`config.mk`:
```
export PLATFORM = sky130hd
export DESIGN_NAME = sdrt_read_path
export DESIGN_NICKNAME = d
export VERILOG_FILES = /design/src/sdrt_pkg.sv /design/src/sdrt_read_path.sv
export SDC_FILE = /design/constraint.sdc
export NUM_CORES = 2
export LEC_CHECK = 0
export BUFFER_PORTS_ARGS = -buffer_cell sky130_fd_sc_hd__buf_2
export CAP_MARGIN = 5
export CELL_PAD_IN_SITES_DETAIL_PLACEMENT = 0
export CELL_PAD_IN_SITES_GLOBAL_PLACEMENT = 2
export CORE_MARGIN = 1
export CORE_UTILIZATION = 43
export CTS_CLUSTER_DIAMETER = 60
export CTS_CLUSTER_SIZE = 12
export DETAILED_ROUTE_END_ITERATION = 10
export GPL_ROUTABILITY_DRIVEN = 0
export MAX_ROUTING_LAYER = met4
export PLACE_DENSITY_LB_ADDON = 0.05
export SKIP_CTS_REPAIR_TIMING = 1
export SKIP_LAST_GASP = 1
export SYNTH_ARGS = -nofsm -noshare
export SYNTH_HDL_FRONTEND = slang
export SYNTH_SLANG_ARGS = --single-unit
```
`constraint.sdc`:
```
create_clock -name clock -period 16.63 [get_ports clock]
set_input_delay 3.326 -clock clock [delete_from_list [all_inputs] [get_ports clock]]
set_output_delay 3.326 -clock clock [all_outputs]
set_load 0.02 [all_outputs]
```
`src/sdrt_pkg.sv`:
```
// Constants, command codes and register layout for the read-path timing block.
package sdrt_pkg;
    typedef enum logic [2:0] {CMD_NOP, CMD_ACT, CMD_RD, CMD_WR, CMD_PRE} sdrt_cmd_e;

    localparam logic [3:0] ADDR_MODE   = 4'h0;
    localparam logic [3:0] ADDR_LAT    = 4'h4;
    localparam logic [3:0] ADDR_STATUS = 4'h8;

    localparam int MODE_BL_LSB   = 0;
    localparam int MODE_RTP_LSB  = 9;
    localparam int LAT_CL_LSB    = 0;
    localparam int LAT_AL_LSB    = 8;
    localparam int LAT_PL_LSB    = 12;
    localparam int LAT_PAR_BIT   = 16;
    localparam int LAT_DBI_BIT   = 17;

    localparam logic [1:0] BL_FIXED8 = 2'h0;
    localparam logic [1:0] BL_SELECT = 2'h1;
    localparam logic [1:0] BL_CHOP4  = 2'h2;
    localparam logic [1:0] AL_OFF    = 2'h0;
    localparam logic [1:0] AL_CL_M1  = 2'h1;
    localparam logic [1:0] AL_CL_M2  = 2'h2;

    localparam logic [31:0] MODE_RESET = 32'h0000_0200;
    localparam logic [31:0] LAT_RESET  = 32'h0000_000b;

    localparam int RTP_CODE_BASE = 5;
    localparam int RTP_MIN_CK    = 4;
    localparam int RTP_MIN_PS    = 7500;
    localparam int CLK_PERIOD_PS = 100000;
    localparam int RTP_NS_CYC_RAW = (RTP_MIN_PS + CLK_PERIOD_PS - 1) / CLK_PERIOD_PS;
    localparam int RTP_NS_CYC    = (RTP_NS_CYC_RAW < 1) ? 1 : RTP_NS_CYC_RAW;
    localparam int BEATS_FULL    = 8;
    localparam int BEATS_CHOP    = 4;
endpackage

```
`src/sdrt_read_path.sv`:
```
// Read-path timing of the memory device: latency, burst length, bus inversion, auto precharge.
`timescale 1ns/10ps
module sdrt_read_path #(
    parameter int NUM_BANKS  = 16,
    parameter int PIPE_DEPTH = 80
) (
    input  wire logic                  clock,
    input  wire logic                  rst,
    input  wire logic [3:0]            avs_address,
    input  wire logic                  avs_read,
    input  wire logic                  avs_write,
    input  wire logic [31:0]           avs_writedata,
    input  wire logic [3:0]            avs_byteenable,
    output logic [31:0]                avs_readdata,
    output logic                       avs_waitrequest,
    input  wire sdrt_pkg::sdrt_cmd_e   cmd_code,
    input  wire logic [3:0]            cmd_bank,
    input  wire logic [7:0]            cmd_column,
    input  wire logic                  burst_select_address_bit,
    input  wire logic                  cmd_auto_precharge,
    output logic [7:0]                 dq_out,
    output logic                       dq_oe_n,
    output logic                       read_valid,
    output logic                       bus_inversion_flag_n,
    output logic                       int_precharge,
    output logic [3:0]                 int_precharge_bank
);
    import sdrt_pkg::*;

    function automatic logic [3:0] ones8(input logic [7:0] v);
        logic [3:0] n;
        n = 4'h0;
        for (int i = 0; i < 8; i++) begin
            n = n + {3'h0, v[i]};
        end
        return n;
    endfunction

    // Register file and bus slave.
    logic [31:0] mode_register_zero_r, mode_nxt;
    logic [31:0] lat_r, lat_nxt;
    logic        viol_r, viol_nxt;
    logic [31:0] rdata_r, rdata_nxt;
    logic        wait_r, wait_nxt;
    logic        viol_set;
    logic        burst_busy;
    logic        pend_any;

    logic [1:0]  burst_mode;
    logic [2:0]  rtp_code;
    logic [4:0]  column_latency;
    logic [1:0]  al_mode;
    logic [2:0]  parity_latency;
    logic        par_en;
    logic        dbi_en;
    logic [6:0]  additive_latency;
    logic [6:0]  read_latency;
    logic [6:0]  rtp_eff;

    assign burst_mode     = mode_register_zero_r[MODE_BL_LSB +: 2];
    assign rtp_code       = mode_register_zero_r[MODE_RTP_LSB +: 3];
    assign column_latency = lat_r[LAT_CL_LSB +: 5];
    assign al_mode        = lat_r[LAT_AL_LSB +: 2];
    assign parity_latency = lat_r[LAT_PL_LSB +: 3];
    assign par_en         = lat_r[LAT_PAR_BIT];
    assign dbi_en         = lat_r[LAT_DBI_BIT];

    always_comb begin
        logic [6:0] enc;
        logic [6:0] rl;
        enc = 7'(RTP_CODE_BASE) + {4'h0, rtp_code};
        rl  = 7'h00;
        rtp_eff = enc;
        if (rtp_eff < 7'(RTP_MIN_CK)) begin
            rtp_eff = 7'(RTP_MIN_CK);
        end
        if (rtp_eff < 7'(RTP_NS_CYC)) begin
            rtp_eff = 7'(RTP_NS_CYC);
        end
        case (al_mode)
            AL_CL_M1: additive_latency = {2'h0, column_latency} - 7'h01;
            AL_CL_M2: additive_latency = {2'h0, column_latency} - 7'h02;
            default:  additive_latency = 7'h00;
        endcase
        rl = {2'h0, column_latency} + additive_latency
             + (par_en ? {4'h0, parity_latency} : 7'h00);
        read_latency = (rl < 7'h02) ? 7'h02 : rl;
    end

    always_comb begin
        logic acc;
        acc       = !wait_r;
        mode_nxt  = mode_register_zero_r;
        lat_nxt   = lat_r;
        rdata_nxt = rdata_r;
        wait_nxt  = 1'b1;
        if ((avs_read || avs_write) && wait_r) begin
            wait_nxt = 1'b0;
            case (avs_address)
                ADDR_MODE:   rdata_nxt = mode_register_zero_r;
                ADDR_LAT:    rdata_nxt = lat_r;
                ADDR_STATUS: rdata_nxt = {29'h0, pend_any, burst_busy, viol_r};
                default:     rdata_nxt = 32'h0;
            endcase
        end
        viol_nxt = viol_r;
        for (int b = 0; b < 4; b++) begin
            if (acc && avs_write && avs_byteenable[b]) begin
                if (avs_address == ADDR_MODE) begin
                    mode_nxt[8*b +: 8] = avs_writedata[8*b +: 8];
                end
                if (avs_address == ADDR_LAT) begin
                    lat_nxt[8*b +: 8] = avs_writedata[8*b +: 8];
                end
            end
        end
        if (acc && avs_write && avs_byteenable[0] && avs_address == ADDR_STATUS
            && avs_writedata[0]) begin
            viol_nxt = 1'b0;
        end
        if (viol_set) begin
            viol_nxt = 1'b1;
        end
    end

    always_ff @(posedge clock) begin
        if (rst) begin
            mode_register_zero_r <= MODE_RESET;
            lat_r                <= LAT_RESET;
            viol_r               <= 1'b0;
            rdata_r              <= 32'h0;
            wait_r               <= 1'b1;
        end else begin
            mode_register_zero_r <= mode_nxt;
            lat_r                <= lat_nxt;
            viol_r               <= viol_nxt;
            rdata_r              <= rdata_nxt;
            wait_r               <= wait_nxt;
        end
    end

    assign avs_readdata    = rdata_r;
    assign avs_waitrequest = wait_r;

    // Per-bank read-to-precharge timers; they drive auto precharge and flag early precharges.
    logic [7:0] rtp_cnt_r [NUM_BANKS];
    logic [7:0] rtp_cnt_nxt [NUM_BANKS];
    logic       ap_r [NUM_BANKS];
    logic       ap_nxt [NUM_BANKS];
    logic       ipre_r, ipre_nxt;
    logic [3:0] ipre_bank_r, ipre_bank_nxt;
    logic       rd_acc;
    logic       ins_bc4;

    assign rd_acc = (cmd_code == CMD_RD);

    always_comb begin
        logic fired;
        fired         = 1'b0;
        ipre_nxt      = 1'b0;
        ipre_bank_nxt = ipre_bank_r;
        viol_set      = (cmd_code == CMD_PRE) && (rtp_cnt_r[cmd_bank] > 8'h01);
        for (int b = 0; b < NUM_BANKS; b++) begin
            rtp_cnt_nxt[b] = (rtp_cnt_r[b] != 8'h00) ? rtp_cnt_r[b] - 8'h01 : 8'h00;
            ap_nxt[b] = ap_r[b];
            if (ap_r[b] && rtp_cnt_r[b] <= 8'h01 && !fired) begin
                fired         = 1'b1;
                ipre_nxt      = 1'b1;
                ipre_bank_nxt = 4'(b);
                ap_nxt[b]     = 1'b0;
            end
        end
        if (rd_acc) begin
            rtp_cnt_nxt[cmd_bank] = {1'b0, additive_latency} + {1'b0, rtp_eff};
            ap_nxt[cmd_bank]      = cmd_auto_precharge;
        end
    end

    always_ff @(posedge clock) begin
        if (rst) begin
            for (int b = 0; b < NUM_BANKS; b++) begin
                rtp_cnt_r[b] <= 8'h00;
                ap_r[b]      <= 1'b0;
            end
            ipre_r      <= 1'b0;
            ipre_bank_r <= 4'h0;
        end else begin
            rtp_cnt_r   <= rtp_cnt_nxt;
            ap_r        <= ap_nxt;
            ipre_r      <= ipre_nxt;
            ipre_bank_r <= ipre_bank_nxt;
        end
    end

    assign int_precharge      = ipre_r;
    assign int_precharge_bank = ipre_bank_r;

    // Latency pipeline: a read enters at slot read_latency-2 and launches its burst at slot 0.
    // The beat register adds the last cycle, so the first beat stands read_latency cycles on.
    logic       pvld_r [PIPE_DEPTH];
    logic       pvld_nxt [PIPE_DEPTH];
    logic [7:0] pcol_r [PIPE_DEPTH];
    logic [7:0] pcol_nxt [PIPE_DEPTH];
    logic       pbc4_r [PIPE_DEPTH];
    logic       pbc4_nxt [PIPE_DEPTH];

    always_comb begin
        case (burst_mode)
            BL_SELECT: ins_bc4 = !burst_select_address_bit;
            BL_CHOP4:  ins_bc4 = 1'b1;
            default:   ins_bc4 = 1'b0;
        endcase
    end

    always_comb begin
        pend_any = 1'b0;
        for (int i = 0; i < PIPE_DEPTH; i++) begin
            pend_any    = pend_any | pvld_r[i];
            pvld_nxt[i] = (i < PIPE_DEPTH - 1) ? pvld_r[i+1] : 1'b0;
            pcol_nxt[i] = (i < PIPE_DEPTH - 1) ? pcol_r[i+1] : 8'h00;
            pbc4_nxt[i] = (i < PIPE_DEPTH - 1) ? pbc4_r[i+1] : 1'b0;
        end
        if (rd_acc) begin
            pvld_nxt[read_latency - 7'h02] = 1'b1;
            pcol_nxt[read_latency - 7'h02] = cmd_column;
            pbc4_nxt[read_latency - 7'h02] = ins_bc4;
        end
    end

    always_ff @(posedge clock) begin
        if (rst) begin
            for (int i = 0; i < PIPE_DEPTH; i++) begin
                pvld_r[i] <= 1'b0;
                pcol_r[i] <= 8'h00;
                pbc4_r[i] <= 1'b0;
            end
        end else begin
            pvld_r <= pvld_nxt;
            pcol_r <= pcol_nxt;
            pbc4_r <= pbc4_nxt;
        end
    end

    // Burst engine; a later launch cuts a running burst short.
    logic [3:0] left_r, left_nxt;
    logic [7:0] bcol_r, bcol_nxt;
    logic [2:0] bidx_r, bidx_nxt;
    logic [7:0] dq_r, dq_nxt;
    logic       dv_r, dv_nxt;
    logic       dbi_n_r, dbi_n_nxt;
    logic       oe_n_r, oe_n_nxt;

    assign burst_busy = (left_r != 4'h0);

    always_comb begin
        logic [7:0] beat;
        beat      = 8'h00;
        left_nxt  = left_r;
        bcol_nxt  = bcol_r;
        bidx_nxt  = bidx_r;
        dv_nxt    = 1'b0;
        dq_nxt    = dq_r;
        dbi_n_nxt = 1'b1;
        oe_n_nxt  = 1'b1;
        if (pvld_r[0]) begin
            bcol_nxt = pcol_r[0];
            bidx_nxt = 3'h0;
            left_nxt = pbc4_r[0] ? 4'(BEATS_CHOP) : 4'(BEATS_FULL);
        end
        beat = bcol_nxt + {5'h0, bidx_nxt};
        if (left_nxt != 4'h0) begin
            dv_nxt   = 1'b1;
            oe_n_nxt = 1'b0;
            dq_nxt   = beat;
            left_nxt = left_nxt - 4'h1;
            bidx_nxt = bidx_nxt + 3'h1;
            if (dbi_en && ones8(beat) > 4'h4) begin
                dq_nxt    = ~beat;
                dbi_n_nxt = 1'b0;
            end
        end
    end

    always_ff @(posedge clock) begin
        if (rst) begin
            left_r  <= 4'h0;
            bcol_r  <= 8'h00;
            bidx_r  <= 3'h0;
            dq_r    <= 8'h00;
            dv_r    <= 1'b0;
            dbi_n_r <= 1'b1;
            oe_n_r  <= 1'b1;
        end else begin
            left_r  <= left_nxt;
            bcol_r  <= bcol_nxt;
            bidx_r  <= bidx_nxt;
            dq_r    <= dq_nxt;
            dv_r    <= dv_nxt;
            dbi_n_r <= dbi_n_nxt;
            oe_n_r  <= oe_n_nxt;
        end
    end

    assign dq_out               = dq_r;
    assign read_valid           = dv_r;
    assign dq_oe_n              = oe_n_r;
    assign bus_inversion_flag_n = dbi_n_r;

    // Latency measurement for a read issued with nothing in flight.
    logic       meas_on_r, meas_on_nxt;
    logic [6:0] meas_cnt_r, meas_cnt_nxt;
    logic [6:0] meas_rl_r, meas_rl_nxt;
    always_comb begin
        meas_on_nxt  = meas_on_r;
        meas_cnt_nxt = meas_cnt_r;
        meas_rl_nxt  = meas_rl_r;
        if (rd_acc && !pend_any && !burst_busy && !meas_on_r) begin
            meas_on_nxt  = 1'b1;
            meas_cnt_nxt = 7'h01;
            meas_rl_nxt  = read_latency;
        end else if (meas_on_r) begin
            meas_on_nxt  = !dv_r && !rd_acc;
            meas_cnt_nxt = meas_cnt_r + 7'h01;
        end
    end
    always_ff @(posedge clock) begin
        if (rst) begin
            meas_on_r  <= 1'b0;
            meas_cnt_r <= 7'h00;
            meas_rl_r  <= 7'h00;
        end else begin
            meas_on_r  <= meas_on_nxt;
            meas_cnt_r <= meas_cnt_nxt;
            meas_rl_r  <= meas_rl_nxt;
        end
    end

    chk_read_latency_value: assert property (@(posedge clock) disable iff (rst)
        (meas_on_r && $rose(dv_r)) |-> (meas_cnt_r == meas_rl_r))
        else $error("read data launched at the wrong latency");
    chk_rtp_floor: assert property (@(posedge clock) disable iff (rst)
        rtp_eff >= 7'(RTP_MIN_CK) && rtp_eff >= 7'(RTP_NS_CYC))
        else $error("read to precharge delay below its floor");
    chk_rtp_code_six: assert property (@(posedge clock) disable iff (rst)
        (rtp_code == 3'h1) |-> (rtp_eff == 7'd6))
        else $error("delay code 001 does not give six clocks");
    chk_fixed_eight: assert property (@(posedge clock) disable iff (rst)
        (rd_acc && burst_mode == BL_FIXED8) |=> pbc4_r[read_latency - 7'h02] == 1'b0)
        else $error("fixed burst mode did not queue eight beats");
    chk_select_bit: assert property (@(posedge clock) disable iff (rst)
        (rd_acc && burst_mode == BL_SELECT) |-> ins_bc4 == !burst_select_address_bit)
        else $error("per command burst choice ignores the select bit");
    chk_fixed_chop: assert property (@(posedge clock) disable iff (rst)
        (pvld_r[0] && pbc4_r[0]) |=> read_valid [*4] ##1 (!read_valid || $past(pvld_r[0])))
        else $error("four beat chop has the wrong length");
    chk_eight_beats: assert property (@(posedge clock) disable iff (rst)
        (pvld_r[0] && !pbc4_r[0] && !pvld_r[1] && !pvld_r[2] && !pvld_r[3]
         && !pvld_r[4] && !pvld_r[5] && !pvld_r[6]) |=> read_valid [*8])
        else $error("eight beat burst cut short");
    chk_al_minus_two: assert property (@(posedge clock) disable iff (rst)
        (al_mode == AL_CL_M2) |-> (read_latency == 7'(2 * column_latency) - 7'h02
                                   + (par_en ? {4'h0, parity_latency} : 7'h00)))
        else $error("additive latency of column latency minus two misapplied");
    chk_dbi_flag: assert property (@(posedge clock) disable iff (rst)
        read_valid |-> (dbi_en ? ones8(dq_out) <= 4'h4 : bus_inversion_flag_n))
        else $error("inversion flag does not match the beat");
endmodule // sdrt_read_path

```
# After elaboration in Yosys (flattened, before gate mapping)
# Cells that the tools add are included.
# Widths: inputs -> output; s select.
[totals] ff_bits=1073 inputBits=61 output_inout_bits=49 elab_cells=639
[op_classes] add_sub_neg=33 magnitude_cmp=25 n_eq_ne=8 mux=104 bitwise_logic=85 reduce_logical=92
[ops] cell="$bwmux 640" count=1
[ops] cell="$mux 640" count=1
[ops] cell="$mux 8" count=22
[ops] cell="$mux 80" count=2
[ops] cell="$bwmux 128" count=1
[ops] cell="$le 8x1->1 const B" count=16
[ops] cell="$mux 128" count=1
[ops] cell="$reduce_bool 8->1" count=16
[ops] cell="$sub 8x1->8 const B" count=16
[ops] cell="$pmux 32 s3" count=1
[ops] cell="$mux 4" count=21
[ops] cell="$bwmux 80" count=1
[ops] cell="$or 80x80->80" count=1
[ops] cell="$or 1x1->1" count=79
[ops] cell="$demux 8 s7" count=1
[ops] cell="$logic_and 1x1->1" count=43
[ops] cell="$mux 1" count=40
[ops] cell="$bmux 8 s4" count=1
[ops] cell="$demux 8 s4" count=1
[ops] cell="$logic_not 1->1" count=17
[ops] cell="$add 4x1->4" count=4
[ops] cell="$bwmux 16" count=1
[ops] cell="$mux 16" count=1
[ops] cell="$reduce_and 2->1" count=8
[ops] cell="other kinds (44)" count=51

# Longest topological paths before layout
[depth] depth_word=80 depth_mapped=21 depth_no_buf=17

# Worst setup path after synthesis
# Ideal clock, no wire load.
[synth_path] path_kind="register to register" from="register pvld_r[79] (netlist bit)" to="register dq_r[0], in the netlist dq_out[0]" setup_time_ns=0.086 t_arrival_ns=5.361 required_ns=16.544 setup_slack_ns=11.183 stages_incl_launch_ff=19 path_buffers=2 period_less_slack_ns=5.447 cell_sequence="dfxtp_1 > buf_1 > buf_1 > mux2_2 > ha_1 > a21o_1 > a21oi_1 > xor2_1 > fa_1 > fa_1 > fa_1 > ha_1 > inv_1 > fa_1 > nor2b_1 > o22ai_1 > nand2_1 > xor2_1 > a211oi_1"
[synth_between] elab_chain_cells=12 word_cells_on_any_way=16 classes_between="8 x add/sub; 1 x order compare; 4 x mux; 1 x bitwise; 2 x reduce/logical"
[synth_rtl] element="start: declaration" line="sdrt_read_path.sv:200" text="logic pvld_r [PIPE_DEPTH];"
[synth_rtl] element="start signal: assignment" line="sdrt_read_path.sv:238" text="pvld_r <= pvld_nxt;"
[synth_rtl] element="$mux 8 (*)" line="sdrt_read_path.sv:265" text="if (pvld_r[0]) begin"
[synth_rtl] element="via bcol_nxt[1]" line="sdrt_read_path.sv:246" text="logic [7:0] bcol_r, bcol_nxt;"
[synth_rtl] element="$add 8x3->8 (*)" line="sdrt_read_path.sv:270" text="beat = bcol_nxt + {5'h0, bidx_nxt};"
[synth_rtl] element="$add 1x1->2" line="sdrt_read_path.sv:34" text="n = n + {3'h0, v[i]};"
[synth_rtl] element="$add 2x1->3" line="sdrt_read_path.sv:34"
[synth_rtl] element="$add 3x1->4" line="sdrt_read_path.sv:34"
[synth_rtl] element="$add 4x1->4 (3 in series)" line="sdrt_read_path.sv:34"
[synth_rtl] element="$add 4x1->4 (*)" line="sdrt_read_path.sv:34"
[synth_rtl] element="$gt 4x3->1 (*)" line="sdrt_read_path.sv:277" text="if (dbi_en && ones8(beat) > 4'h4) begin"
[synth_rtl] element="$logic_and 1x1->1 (*)" line="sdrt_read_path.sv:277"
[synth_rtl] element="$mux 8 (*)" line="sdrt_read_path.sv:277"
[synth_rtl] element="end signal: assignment" line="sdrt_read_path.sv:297" text="dq_r <= dq_nxt;"
[synth_rtl] element="end: declaration" line="sdrt_read_path.sv:248" text="logic [7:0] dq_r, dq_nxt;"
# Mark *: on every way through the listed nets, which the timed path passes. The rest lies on a longest branch.
# A chain may end at the register's enable or synchronous reset.

# Final worst setup path
[layout_path] from="register lat_r[0]" to="register pcol_r[10] (netlist bit)"
[layout_between] elab_chain_cells=14 word_cells_on_any_way=16 classes_between="5 x add/sub; 3 x order compare; 6 x mux; 1 x bitwise; 1 x reduce/logical"
[layout_rtl] element="start: declaration" line="sdrt_read_path.sv:41" text="logic [31:0] lat_r, lat_nxt;"
[layout_rtl] element="start signal: assignment" line="sdrt_read_path.sv:135" text="lat_r <= lat_nxt;"
[layout_rtl] element="$sub 5x2->6 / $sub 5x1->6 (equally long branches)" line="sdrt_read_path.sv:82, sdrt_read_path.sv:81"
[layout_rtl] element="$pmux 7 s2" line="sdrt_read_path.sv:80" text="case (al_mode)"
[layout_rtl] element="$add 5x7->7 (*)" line="sdrt_read_path.sv:85" text="rl = {2'h0, column_latency} + additive_latency"
[layout_rtl] element="$add 7x3->7 (*)" line="sdrt_read_path.sv:86" text="+ (par_en ? {4'h0, parity_latency} : 7'h00);"
[layout_rtl] element="$lt 7x2->1" line="sdrt_read_path.sv:87" text="read_latency = (rl < 7'h02) ? 7'h02 : rl;"
[layout_rtl] element="$mux 7 (*)" line="sdrt_read_path.sv:87"
[layout_rtl] element="$sub 7x2->7 (*)" line="sdrt_read_path.sv:225" text="pcol_nxt[read_latency - 7'h02] = cmd_column;"
[layout_rtl] element="$not 7->8 (implied by the code) (*)" line="sdrt_read_path.sv:225"
[layout_rtl] element="$ge 8x8->1 (implied by the code) / $lt 8x1->1 (equally long branches)" line="sdrt_read_path.sv:225"
[layout_rtl] element="$logic_and 1x1->1 (implied by the code)" line="sdrt_read_path.sv:225"
[layout_rtl] element="$mux 8 (implied by the code)" line="sdrt_read_path.sv:225"
[layout_rtl] element="$demux 8 s7 (*)" line="sdrt_read_path.sv:225"
[layout_rtl] element="$bwmux 640 (*)" line="sdrt_read_path.sv:225"
[layout_rtl] element="$mux 640 (*)" line="sdrt_read_path.sv:223" text="if (rd_acc) begin"
[layout_rtl] element="end signal: assignment" line="sdrt_read_path.sv:239" text="pcol_r <= pcol_nxt;"
[layout_rtl] element="end: declaration" line="sdrt_read_path.sv:202" text="logic [7:0] pcol_r [PIPE_DEPTH];"
# Mark *: on every way between the ends. The rest lies on a longest branch, timed or not.

==> reports/metrics.cfg <==
[status]
status = finished, final reports clean

[floorplan]
fp-row-count = 115
die_h_um = 317
boundaryPins = 110
die_w_um = 317
fp.dieArea_um2 = 101000
start_util = 0.434
core_um2 = 98400

[sta]
fmax_mhz = 159
holdWs_ns = 0.437
fin_ws_ns = 10.36
post-route-period-util = 0.377
fin_crit_ns = 6.27
finalHoldViolations = 0
rsz0062_at_grt = false
drv_slew = 0
fin_tns_setup_ns = 0
clock_skew_ns = 0.0211
worst_pin_slew_ns = 1.22
slew_headroom = 0.184
setup_viol = 0

[synthesis]
ys_ff_latch = 1073
ys.flop_type = dfxtp_1
yosys.area.top_type = dfxtp_1
synth_nets = 4834
synth_edf_count = 0
yosys.area_share.simple = 0.197
synthXorXnorAreaFrac = 0.0180
synth_seq_area_share = 0.503
synth_area_leaders = dfxtp_1 (50%), mux2i_1 (12%), nor2_1 (7.6%)
syn_avg_cell_area_um2 = 9.08
synth_top_family_by_area = simple AND/OR/NAND/NOR gates
synth_area_um2 = 42700
yosysUniqueCellTypes = 85
synthAdderAreaFrac = 0.0218
syn_inst = 4704
synthArstFlopShare = 0
synth_top_cell_area_share = 0.503
muxShareOfSynthArea = 0.119
synth.most_common_cell = dfxtp_1
synth_compound_area_frac = 0.100
yosysWarningCount = 0
synth_top_cells_by_count = dfxtp_1 (1073), nor2_1 (863), mux2i_1 (502)

[run]
drv_cap = 0

[placed_design]
portBuffers = 109
dp_cells = 5809
placed_area_um2 = 44300
dp_hpwl_um = 75700
dp_worst_setup_slack_ns = 9.86

[cts]
cts_root_buf = clkbuf_16
clock_sinks = 1073
clk_pin_slew_ns = 0.06
htreeDepth = 3
clock_latency_ns = 0.70
numCtsBuffers = 112
cts_tree = yes
clockBufferDepth = 3

[cells_and_area]
antennaDiodeCount = 0
final_cells = 5973
final_nets = 4766
postLayoutCoreUtil = 0.485
fillers = 9554
layout-drive-gt1-share = 0.0903
area_delta_synth_final_pct = 11.8
final_area_um2 = 47800

[grt]
grt-busiest-layer = met2
grt_first_pass_wirelength_um = 188000
grt_use_met2 = 0.403
grtUsageMet1 = 0.326
grt_overflow_total = 0
antenna_found_initial = 6
grt_max_degree = 219
grt.total_usage = 0.246
first_global_vias = 31000
grtUsageMet3 = 0.0277

[pwr]
p_per_area_nw_per_um2 = 132
total_power_mw = 6.30
vdd_drop_max_v = 0.0000839
p_leak_nw = 17.2

[setup_path]
cp-start-kind = register
crit_chain = inv_1 > ha_1 > nand2b_1 > a21oi_1 > inv_1 > fa_1 > inv_1 > ha_1 > fa_1 > nor2_1 > nor2_1 > o21ai_0 > a2111oi_4 > buf_4 > nor3b_2 > mux2i_1 > nor2_1
end_kind = register
arrival_ns = 6.83
worstPathMaxFanout = 52
path_class = reg2reg
slowest_delay_ns = 1.01
critical_path_required_ns = 17.19
slowest_stage = nor3b_2

[hold_path]
hp-class = reg2reg

[detailed_routing]
drt_drc_violations_left = 0
avgViaCountPerCell = 5.39
num_vias = 32200
drtAntennaViolNets = 0
wl_um = 122000
first_iter_violations = 2133
dr.pass1.iters = 5
wire_per_inst_um = 20.4

==> worst paths after layout <==
kind | start | slack, ns | cells after the start | to
max | lat_r[0] | 10.36 | 17 | pcol_r[10]
min reg2reg | pcol_r[220] | 0.44 | 2 | pcol_r[228]
max reg2reg | lat_r[0] | 10.36 | 17 | pcol_r[10]
min | pcol_r[220] | 0.44 | 2 | pcol_r[228]
==> per-layer routing <==
metal / vias to the layer above / share of wire
li1: 15900 / -
met1: 15600 / 0.48
met2: 471 / 0.47
met3: 177 / 0.029
met4: 0 / 0.022
met5: - / 0
==> worst max-delay path, delay by kind of cell, from the launching register on <==
kind                       cells  cell delay (ns)
and+or+nand+nor                5             1.80
muxes                          1             0.27
buffers and inverters          4             0.83
AOI/OAI and AO/OA              3             1.06
DFF                            1             0.43
adders and majority gates      4             1.70
==> state kept, by name, summed over array words and instances, names as in the netlist, 3 cells and up <==
| name | count |
|---|---|
| mode_register_zero_r | 32 |
| bcol_r | 8 |
| avs_readdata | 32 |
| bidx_r | 3 |
| dq_out | 8 |
| lat_r | 32 |
| left_r | 4 |
| pbc4_r | 80 |
| pvld_r | 80 |
| ap_r | 16 |
| pcol_r | 640 |
| int_precharge_bank | 4 |
| rtp_cnt_r | 128 |
==> final cells by class <==
cell class | count | area (um^2) | area share
sequential | 1073 | 21500 | 0.450
timing repair buffer | 175 | 1100 | 0.0229
tap | 1287 | 1610 | 0.0337
inverter | 89 | 334 | 0.00699
clock buffer | 135 | 3070 | 0.0644
clock inverter | 29 | 387 | 0.00809
multi-input combinational | 3185 | 19800 | 0.414
==> layout by cell type (no fill, tap or decap), drive strengths merged, types with 7 or more instances in the layout <==
cell type  synthesis  layout
a211oi            41      41
a21oi            338     338
a22oi             75      75
a31oi             12      12
and2              17      17
and3              13      13
buf              101     175
clkbuf           256     135
clkinv             0      15
dfxtp           1073    1073
fa                 9       9
ha                60      60
inv               89      95
mux2i            502     502
nand2            276     276
nand2b            37      37
nand3            190     190
nand3b           130     130
nand4             19      19
nor2             875     875
nor2b             19      19
nor3             123     123
nor3b             19      19
nor4              47      47
o2111ai            9       9
o211ai             7       7
o21ai            153     153
o31ai             10      10
or3               18      18
or4                8       8
xnor2             37      37
xor2              51      51
==> power breakdown <==
group / internal, mW / switching [mW]
Sequential: 2.70 / 0.111
Combinational: 0.433 / 0.638
Clock: 1.38 / 1.05
==> cells by family (layout without fill, tap and decap cells) <==
family / after synthesis / count (layout)
and+or+nand+nor: 1816 / 1816
DFF: 1073 / 1073
AOI/OAI and AO/OA: 705 / 705
muxes: 507 / 507
buffers and inverters: 446 / 428
xor gates and xnor gates: 88 / 88
adders and majority gates: 69 / 69
(Power assumes the default switching activity.)
